===== src/pcg_pkg.sv =====
// constants, types and helpers of the pc card host glue decode block
//----------------------------------------------------------------------
// How it works
//----------------------------------------------------------------------
package pcg_pkg;

  //--------------------------------------------------------------------
  // host window decode
  //--------------------------------------------------------------------
  localparam int PCG_ADDR_W = 17;
  localparam logic [16:0] PCG_MEM_LAST = 17'h1_3FFF;
  localparam logic [16:0] PCG_REG_FIRST = 17'h1_FFE0;
  localparam logic [2:0] PCG_HOST_TYPE_GENERIC = 3'h7;
  localparam int PCG_REG_WORDS = 16;
  localparam int PCG_SYNC_W = 44;
  localparam logic [1:0] PCG_CAPT_DELAY = 2'h3;

  //--------------------------------------------------------------------
  // apb register map and fields
  //--------------------------------------------------------------------
  localparam logic [11:0] PCG_STATUS_OFS = 12'h000;
  localparam logic [11:0] PCG_CTRL_OFS = 12'h004;
  localparam logic [11:0] PCG_COUNT_OFS = 12'h008;
  localparam int PCG_ST_MODE2_BIT = 0;
  localparam int PCG_ST_BIG_BIT = 1;
  localparam int PCG_ST_TYPE_OK_BIT = 2;
  localparam int PCG_ST_CAPT_BIT = 3;
  localparam int PCG_ST_BUSY_BIT = 4;
  localparam int PCG_ST_EDGES_LSB = 16;
  localparam int PCG_CTRL_HOLD_BIT = 0;
  localparam logic PCG_CTRL_HOLD_RST = 1'b0;

  typedef enum logic [1:0] {
    PCG_IDLE = 2'b00,
    PCG_ARB = 2'b01,
    PCG_DONE = 2'b10
  } pcg_state_t;

  // offset lies in display memory
  function automatic logic pcg_is_mem(input logic [16:0] ofs);
    return ofs <= PCG_MEM_LAST;
  endfunction

  // offset lies in the register range
  function automatic logic pcg_is_reg(input logic [16:0] ofs);
    return ofs >= PCG_REG_FIRST;
  endfunction

  // byte swap for big endian hosts
  function automatic logic [15:0] pcg_order(input logic [15:0] d, input logic big);
    return big ? {d[7:0], d[15:8]} : d;
  endfunction

endpackage


===== src/pcg_sync_if.sv =====
// interface carrying synchronised host pins to the decode logic
interface pcg_sync_if;
  logic cs_n;
  logic rd_n;
  logic we0_n;
  logic we1_n;
  logic rd_wr_n;
  logic bclk;
  logic [16:0] addr;
  logic [15:0] data;
  logic [3:0] config_straps;
  logic interface_mode_strap;
  modport src (output cs_n, rd_n, we0_n, we1_n, rd_wr_n, bclk, addr, data, config_straps,
    interface_mode_strap);
  modport dst (input cs_n, rd_n, we0_n, we1_n, rd_wr_n, bclk, addr, data, config_straps,
    interface_mode_strap);
endinterface


===== src/pcg_host_decode.sv =====
// host bus glue and window decode of the lcd controller, with apb status
//
// Implementation choices: the APB slave port and the register offsets.
module pcg_host_decode
  import pcg_pkg::*;
(
  input wire logic i_clock,
  input wire logic i_rst_n,
  // host card bus pins
  input wire logic i_cs_n,
  input wire logic i_rd_n,
  input wire logic i_low_byte_write_strobe_n,
  input wire logic i_high_byte_enable_n,
  input wire logic i_rd_wr_n,
  input wire logic i_bus_clock,
  input wire logic [16:0] i_addr,
  input wire logic [15:0] i_data,
  output logic [15:0] o_data,
  output logic o_data_oe,
  output logic o_wait_n,
  input wire logic [3:0] i_config_straps,
  input wire logic i_interface_mode_strap,
  // display memory arbiter port
  output logic o_mem_req,
  output logic o_mem_we,
  output logic [1:0] o_mem_be,
  output logic [16:0] o_mem_addr,
  output logic [15:0] o_mem_wdata,
  input wire logic i_mem_ack,
  input wire logic [15:0] i_mem_rdata,
  // apb slave
  input wire logic psel,
  input wire logic penable,
  input wire logic pwrite,
  input wire logic [11:0] paddr,
  input wire logic [31:0] pwdata,
  output logic [31:0] prdata,
  output logic pready,
  output logic pslverr
);

  pcg_sync_if sync ();

  pcg_sync u_sync (
    .i_clock(i_clock),
    .i_rst_n(i_rst_n),
    .i_cs_n(i_cs_n),
    .i_rd_n(i_rd_n),
    .i_low_byte_write_strobe_n(i_low_byte_write_strobe_n),
    .i_high_byte_enable_n(i_high_byte_enable_n),
    .i_rd_wr_n(i_rd_wr_n),
    .i_bus_clock(i_bus_clock),
    .i_addr(i_addr),
    .i_data(i_data),
    .i_config_straps(i_config_straps),
    .i_interface_mode_strap(i_interface_mode_strap),
    .o_sync(sync)
  );

  typedef struct packed {
    pcg_state_t st;
    logic [1:0] capt_cnt;
    logic captured;
    logic mode2;
    logic big;
    logic type_ok;
    logic hold;
    logic is_rd;
    logic [16:0] ofs;
    logic [15:0] rdata;
    logic wait_n;
    logic data_oe;
    logic mem_req;
    logic mem_we;
    logic [1:0] be;
    logic [15:0] wdata;
    logic [15:0] count;
    logic [15:0] edges;
    logic bclk_prev;
    logic [PCG_REG_WORDS-1:0][15:0] regs;
    logic [31:0] prdata;
    logic pready;
    logic pslverr;
  } pcg_main_state_t;

  pcg_main_state_t s_q;
  pcg_main_state_t s_d;

  logic rd_act;
  logic wr_act;
  logic lo_en;
  logic hi_en;
  logic go;
  logic [3:0] ridx;
  logic [31:0] apb_rd;
  logic [15:0] wr_ord;

  //--------------------------------------------------------------------
  // strobe decode per host mode
  //--------------------------------------------------------------------
  always_comb begin
    if (s_q.mode2) begin
      rd_act = ~sync.rd_n;
      wr_act = ~sync.we0_n;
      lo_en = 1'b1;
      hi_en = ~sync.we1_n;
    end else begin
      rd_act = ~sync.rd_n | ~sync.rd_wr_n;
      wr_act = ~sync.we0_n | ~sync.we1_n;
      lo_en = ~sync.we0_n | ~sync.rd_n;
      hi_en = ~sync.we1_n | ~sync.rd_wr_n;
    end
    // strobes arrive through the synchroniser, free of the bus clock
    go = s_q.captured & s_q.type_ok & ~sync.cs_n & (rd_act | wr_act);
    ridx = sync.addr[4:1];
    // host write data in core byte order
    wr_ord = pcg_order(sync.data, s_q.big);
  end

  //--------------------------------------------------------------------
  // apb read mux
  //--------------------------------------------------------------------
  always_comb begin
    apb_rd = 32'h0000_0000;
    if (paddr == PCG_STATUS_OFS) begin
      apb_rd[PCG_ST_MODE2_BIT] = s_q.mode2;
      apb_rd[PCG_ST_BIG_BIT] = s_q.big;
      apb_rd[PCG_ST_TYPE_OK_BIT] = s_q.type_ok;
      apb_rd[PCG_ST_CAPT_BIT] = s_q.captured;
      apb_rd[PCG_ST_BUSY_BIT] = s_q.st != PCG_IDLE;
      apb_rd[PCG_ST_EDGES_LSB +: 16] = s_q.edges;
    end else if (paddr == PCG_CTRL_OFS) begin
      apb_rd[PCG_CTRL_HOLD_BIT] = s_q.hold;
    end else if (paddr == PCG_COUNT_OFS) begin
      apb_rd[15:0] = s_q.count;
    end
  end

  //--------------------------------------------------------------------
  // next state
  //--------------------------------------------------------------------
  always_comb begin
    s_d = s_q;
    // strap capture once the synchroniser has filled after reset
    if (!s_q.captured) begin
      if (s_q.capt_cnt == PCG_CAPT_DELAY) begin
        s_d.captured = 1'b1;
        s_d.mode2 = sync.interface_mode_strap;
        s_d.big = sync.config_straps[3];
        s_d.type_ok = sync.config_straps[2:0] == PCG_HOST_TYPE_GENERIC;
      end else begin
        s_d.capt_cnt = s_q.capt_cnt + 2'h1;
      end
    end
    // bus clock edges seen by the core clock
    s_d.bclk_prev = sync.bclk;
    if (sync.bclk && !s_q.bclk_prev) begin
      s_d.edges = s_q.edges + 16'h0001;
    end
    // host access sequencer
    case (s_q.st)
      PCG_IDLE: begin
        if (go) begin
          s_d.ofs = sync.addr;
          s_d.is_rd = rd_act;
          s_d.be = {hi_en, lo_en};
          s_d.wdata = pcg_order(sync.data, s_q.big);
          s_d.count = s_q.count + 16'h0001;
          if (pcg_is_mem(sync.addr)) begin
            s_d.st = PCG_ARB;
            s_d.wait_n = 1'b0;
            s_d.mem_req = ~s_q.hold;
            s_d.mem_we = ~rd_act;
          end else if (pcg_is_reg(sync.addr)) begin
            s_d.st = PCG_DONE;
            s_d.data_oe = rd_act;
            s_d.rdata = s_q.regs[ridx];
            if (!rd_act && lo_en) begin
              s_d.regs[ridx][7:0] = wr_ord[7:0];
            end
            if (!rd_act && hi_en) begin
              s_d.regs[ridx][15:8] = wr_ord[15:8];
            end
          end else begin
            s_d.st = PCG_DONE;
            s_d.data_oe = rd_act;
            s_d.rdata = 16'h0000;
          end
        end
      end
      PCG_ARB: begin
        s_d.mem_req = ~s_q.hold;
        if (s_q.mem_req && i_mem_ack) begin
          s_d.mem_req = 1'b0;
          s_d.wait_n = 1'b1;
          s_d.rdata = i_mem_rdata;
          s_d.data_oe = s_q.is_rd;
          s_d.st = PCG_DONE;
        end
      end
      PCG_DONE: begin
        if (sync.cs_n || !(rd_act || wr_act)) begin
          s_d.data_oe = 1'b0;
          s_d.st = PCG_IDLE;
        end
      end
      default: begin
        s_d.st = PCG_IDLE;
      end
    endcase
    // apb slave answers one cycle into the access phase
    s_d.pready = 1'b0;
    s_d.pslverr = 1'b0;
    if (psel && penable && !s_q.pready) begin
      s_d.pready = 1'b1;
      s_d.prdata = pwrite ? 32'h0000_0000 : apb_rd;
      if (paddr != PCG_STATUS_OFS && paddr != PCG_CTRL_OFS && paddr != PCG_COUNT_OFS) begin
        s_d.pslverr = 1'b1;
      end else if (pwrite && paddr == PCG_CTRL_OFS) begin
        s_d.hold = pwdata[PCG_CTRL_HOLD_BIT];
      end
    end
  end

  // state register
  always_ff @(posedge i_clock) begin
    if (!i_rst_n) begin
      s_q <= '0;
      s_q.st <= PCG_IDLE;
      s_q.wait_n <= 1'b1;
      s_q.hold <= PCG_CTRL_HOLD_RST;
    end else begin
      s_q <= s_d;
    end
  end

  //--------------------------------------------------------------------
  // outputs
  //--------------------------------------------------------------------
  assign o_data = pcg_order(s_q.rdata, s_q.big);
  assign o_data_oe = s_q.data_oe;
  assign o_wait_n = s_q.wait_n;
  assign o_mem_req = s_q.mem_req;
  assign o_mem_we = s_q.mem_we;
  assign o_mem_be = s_q.be;
  assign o_mem_addr = s_q.ofs;
  assign o_mem_wdata = s_q.wdata;
  assign prdata = s_q.prdata;
  assign pready = s_q.pready;
  assign pslverr = s_q.pslverr;
endmodule


===== src/pcg_sync.sv =====
// two flip-flop synchroniser for every host pin
module pcg_sync
  import pcg_pkg::*;
(
  input wire logic i_clock,
  input wire logic i_rst_n,
  input wire logic i_cs_n,
  input wire logic i_rd_n,
  input wire logic i_low_byte_write_strobe_n,
  input wire logic i_high_byte_enable_n,
  input wire logic i_rd_wr_n,
  input wire logic i_bus_clock,
  input wire logic [16:0] i_addr,
  input wire logic [15:0] i_data,
  input wire logic [3:0] i_config_straps,
  input wire logic i_interface_mode_strap,
  pcg_sync_if.src o_sync
);

  typedef struct packed {
    logic [PCG_SYNC_W-1:0] s1;
    logic [PCG_SYNC_W-1:0] s2;
  } pcg_sync_state_t;

  pcg_sync_state_t s_q;
  pcg_sync_state_t s_d;

  // first stage feeds only the second stage
  always_comb begin
    s_d = s_q;
    s_d.s1 = {i_cs_n, i_rd_n, i_low_byte_write_strobe_n, i_high_byte_enable_n, i_rd_wr_n,
      i_bus_clock, i_addr, i_data, i_config_straps, i_interface_mode_strap};
    s_d.s2 = s_q.s1;
  end

  // strobes idle high after reset
  always_ff @(posedge i_clock) begin
    if (!i_rst_n) begin
      s_q <= '{s1: {5'h1F, 39'h00_0000_0000}, s2: {5'h1F, 39'h00_0000_0000}};
    end else begin
      s_q <= s_d;
    end
  end

  assign {o_sync.cs_n, o_sync.rd_n, o_sync.we0_n, o_sync.we1_n, o_sync.rd_wr_n, o_sync.bclk,
    o_sync.addr, o_sync.data, o_sync.config_straps, o_sync.interface_mode_strap} = s_q.s2;

endmodule


===== config.mk =====
export PLATFORM = sky130hd
export DESIGN_NAME = pcg_host_decode
export DESIGN_NICKNAME = d
export VERILOG_FILES = /design/src/pcg_pkg.sv /design/src/pcg_sync_if.sv /design/src/pcg_host_decode.sv /design/src/pcg_sync.sv
export SDC_FILE = /design/constraint.sdc
export NUM_CORES = 1
export LEC_CHECK = 0
export BUFFER_PORTS_ARGS = -buffer_cell sky130_fd_sc_hd__buf_2
export CAP_MARGIN = 20
export CORE_UTILIZATION = 50
export DETAILED_ROUTE_END_ITERATION = 10
export GPL_ROUTABILITY_DRIVEN = 0
export PLACE_DENSITY = 0.69
export SYNTH_ARGS = -nofsm -noshare
export SYNTH_HDL_FRONTEND = slang
export SYNTH_SLANG_ARGS = --single-unit

===== constraint.sdc =====
create_clock -name i_clock -period 2.22 [get_ports i_clock]
set_input_delay 0.444 -clock i_clock [delete_from_list [all_inputs] [get_ports i_clock]]
set_output_delay 0.444 -clock i_clock [all_outputs]
set_load 0.03 [all_outputs]

==> run metrics <==
status completed; Leakage 0.0107 µW; Setup Buffers After CTS 0; Max-cap violations 0; largest net degree at the start of global routing 141; max_slew headroom 44.2%; sequential area share after synthesis 46.3%; library cells used by synthesis 64; H-tree Lvls 2; Iter 0 DRT Violations 980; CTS sink cnt 476; min Tclk post-route 2200 ps; Bufs on Longest Clock Path 3; Die Height 205 µm; Core ar. 40200 µm²; worst min-delay path category input port to flop; share of the synthesized area in the top cell type 46.3%; critical path launch point u_sync.o_sync.addr[2]; vias after detailed routing 14794; cells after synthesis 1981; Max FO, Critical Path 15; Clock Skew 18.6 ps; fin nets 2194; Main synth FF type dfxtp_1; GRT Total Usage 23.6%; mapped cell area 20600 µm²; final setup violation count 0; initial core utilization 51.2%; Worst-path clk slew 60 ps; Sum Neg Setup Slack 0 ps; number of antenna diodes 0; worst r2r src u_sync.o_sync.addr[2]; Rows 73; WL/cell 18.7 µm; first-pass GRT wire length 78000 µm; Yosys top cell by area dfxtp_1; Fillers 3387; count leader, synth dfxtp_1; worst skew pair latency 590 ps; CP arrival 2640 ps; die area 42000 µm²; post-synth net total 2098; Post-DRT Antenna Nets 0; worst vdd ir 0.000516 V; CTS tree yes; largest family of logic cells by synthesized area multiplexers; final worst slack 22.9 ps; Die X 205 µm; DRT Pass-1 Iters 6; worst slew pin tran 836 ps; ratio of cells with drive above 1 in the final layout 22.9%; CTS Buf Count 48; reg2reg setup slack 20 ps; Synth async-reset ratio 0%; antenna violations before repair 0; Synth Area in Compound Gates 7.32%; Ys Warns 0; FF/Latch Area 9540 µm²; synthesized-area fraction occupied by adder cells 0.426%; # DRC 0; DP Worst Slack 99.0 ps; Post-Synth XOR/XNOR Area 0.553%; mux cell area share after synthesis 21.5%; total grt overflow 0; hold buffers post-CTS 0; Final Hold Slack 45.8 ps; Buffers on Ports 167; EDFF count, synth 0; placed inst area 21900 µm²; worst hold path startpoint i_high_byte_enable_n; post-DR vias/cell 5.61; area added between synthesis and finish 14.4%; critical path class flop to flop; CP startpoint kind flop; vias in the first global route 14487; syn_area_per_cell 10.4 µm²; final hold viol count 0; Synth area leaders dfxtp_1, mux2i_1, nand2_1; crit path capture type flop; routed wire length 49400 µm; Power Dens Cells 758 nW/µm²; CP required 2670 ps; Synth Area in Simple Gates 18.3%; Util after Layout 58.6%; design area 23500 µm²; Ports 199; synthesized flop and latch total 476; area of the multi-input gates 9930 µm²; synth cell count leaders dfxtp_1, nand2_1, mux2i_1, clkbuf_1, and2_1; Slew Limit Fails 0; maximum clock rate 455 MHz; DP HPWL 33300 µm; RSZ-0062 raised after global routing no; part of the cycle the worst path needs 99.0%; Root Driver clkbuf_16
-- cell usage in the layout, fill, tap and decap left out, types with 49 or more instances in the layout --
| cell type | instances |
|---|---|
| and2_1 | 83 |
| mux2i_1 | 264 |
| clkbuf_16 | 49 |
| buf_4 | 67 |
| buf_2 | 166 |
| a21oi_1 | 71 |
| mux4_2 | 64 |
| nand2_1 | 397 |
| nor2_1 | 51 |
| dfxtp_1 | 474 |
-- routing by layer --
metal  share of wire, %  GRT usage [%]  routed length, µm  up-vias
met4                2.5           7.17               1230        0
met3                5.3           3.83               2640       78
met5                  0              0                  0        -
li1                   -              -                  -     7078
met2                 47           38.6              23400      366
met1                 45           31.9              22100     7272
-- sequential cells by signal, summed over array words and instances, names as in the netlist --
name,cells
o_mem_we,1
u_sync.o_sync.bclk,1
u_sync.o_sync.addr,17
u_sync.o_sync.rd_n,1
u_sync.o_sync.we0_n,1
u_sync.o_sync.interface_mode_strap,1
u_sync.o_sync.cs_n,1
u_sync.o_sync.config_straps,4
u_sync.o_sync.rd_wr_n,1
u_sync.o_sync.we1_n,1
o_wait_n,1
u_sync.s_d,44
s_q,315
u_sync.o_sync.data,16
o_data_oe,1
o_mem_wdata,16
pslverr,1
o_mem_addr,17
o_mem_be,2
prdata,32
pready,1
o_mem_req,1
-- cell families after synthesis --
kind of cell    Yosys count
compound gates          220
xor+xnor                 13
fa+ha+maj                 7
buf+inv                 213
flops                   476
mux                     359
simple gates            693
-- critical path: stages, from the launching register on --
cell and delay (ps):
dfxtp_4 420, buf_12 190, mux4_2 520, a22o_1 270, o211ai_1 480, a31oi_1 160
-- what timing repair did --
action	in CTS	in global routing
pin swaps	0	1
cloned	0	1
setup endpoints to repair	16	40
resized for setup	1	2
-- final cells by class --
type / instances / share of cell area, %
clock buffers: 65 / 5.84
clock inverters: 22 / 1.16
flip-flops and latches: 476 / 40.5
repair buffers: 254 / 7.45
well taps: 525 / 2.79
multi-input cells: 1292 / 42.2
inverters: 5 / 0.0850
-- power breakdown --
part	internal, µW	total (µW)	switching, µW
combinational	289	757	468
clock	4950	8390	3440
sequential	8640	8700	62.2
total	13900	17800	3970
-- final timing paths --
| path | end | cells after the start |
|---|---|---|
| max | s_q[346] | 5 |
| min | u_sync.s_d[40] | 2 |
| max reg2reg | s_q[346] | 5 |
| min reg2reg | u_sync.o_sync.we0_n | 1 |
-- metrics by stage --
step,std cells,power [µW]
2_1_floorplan,1981,9340
3_3_place_gp,2551,9620
3_5_place_dp,2551,9640
4_1_cts,2638,18000
5_1_grt,2639,18400
6_report,2639,17900
Note: power is estimated with default switching activity, not from simulation.
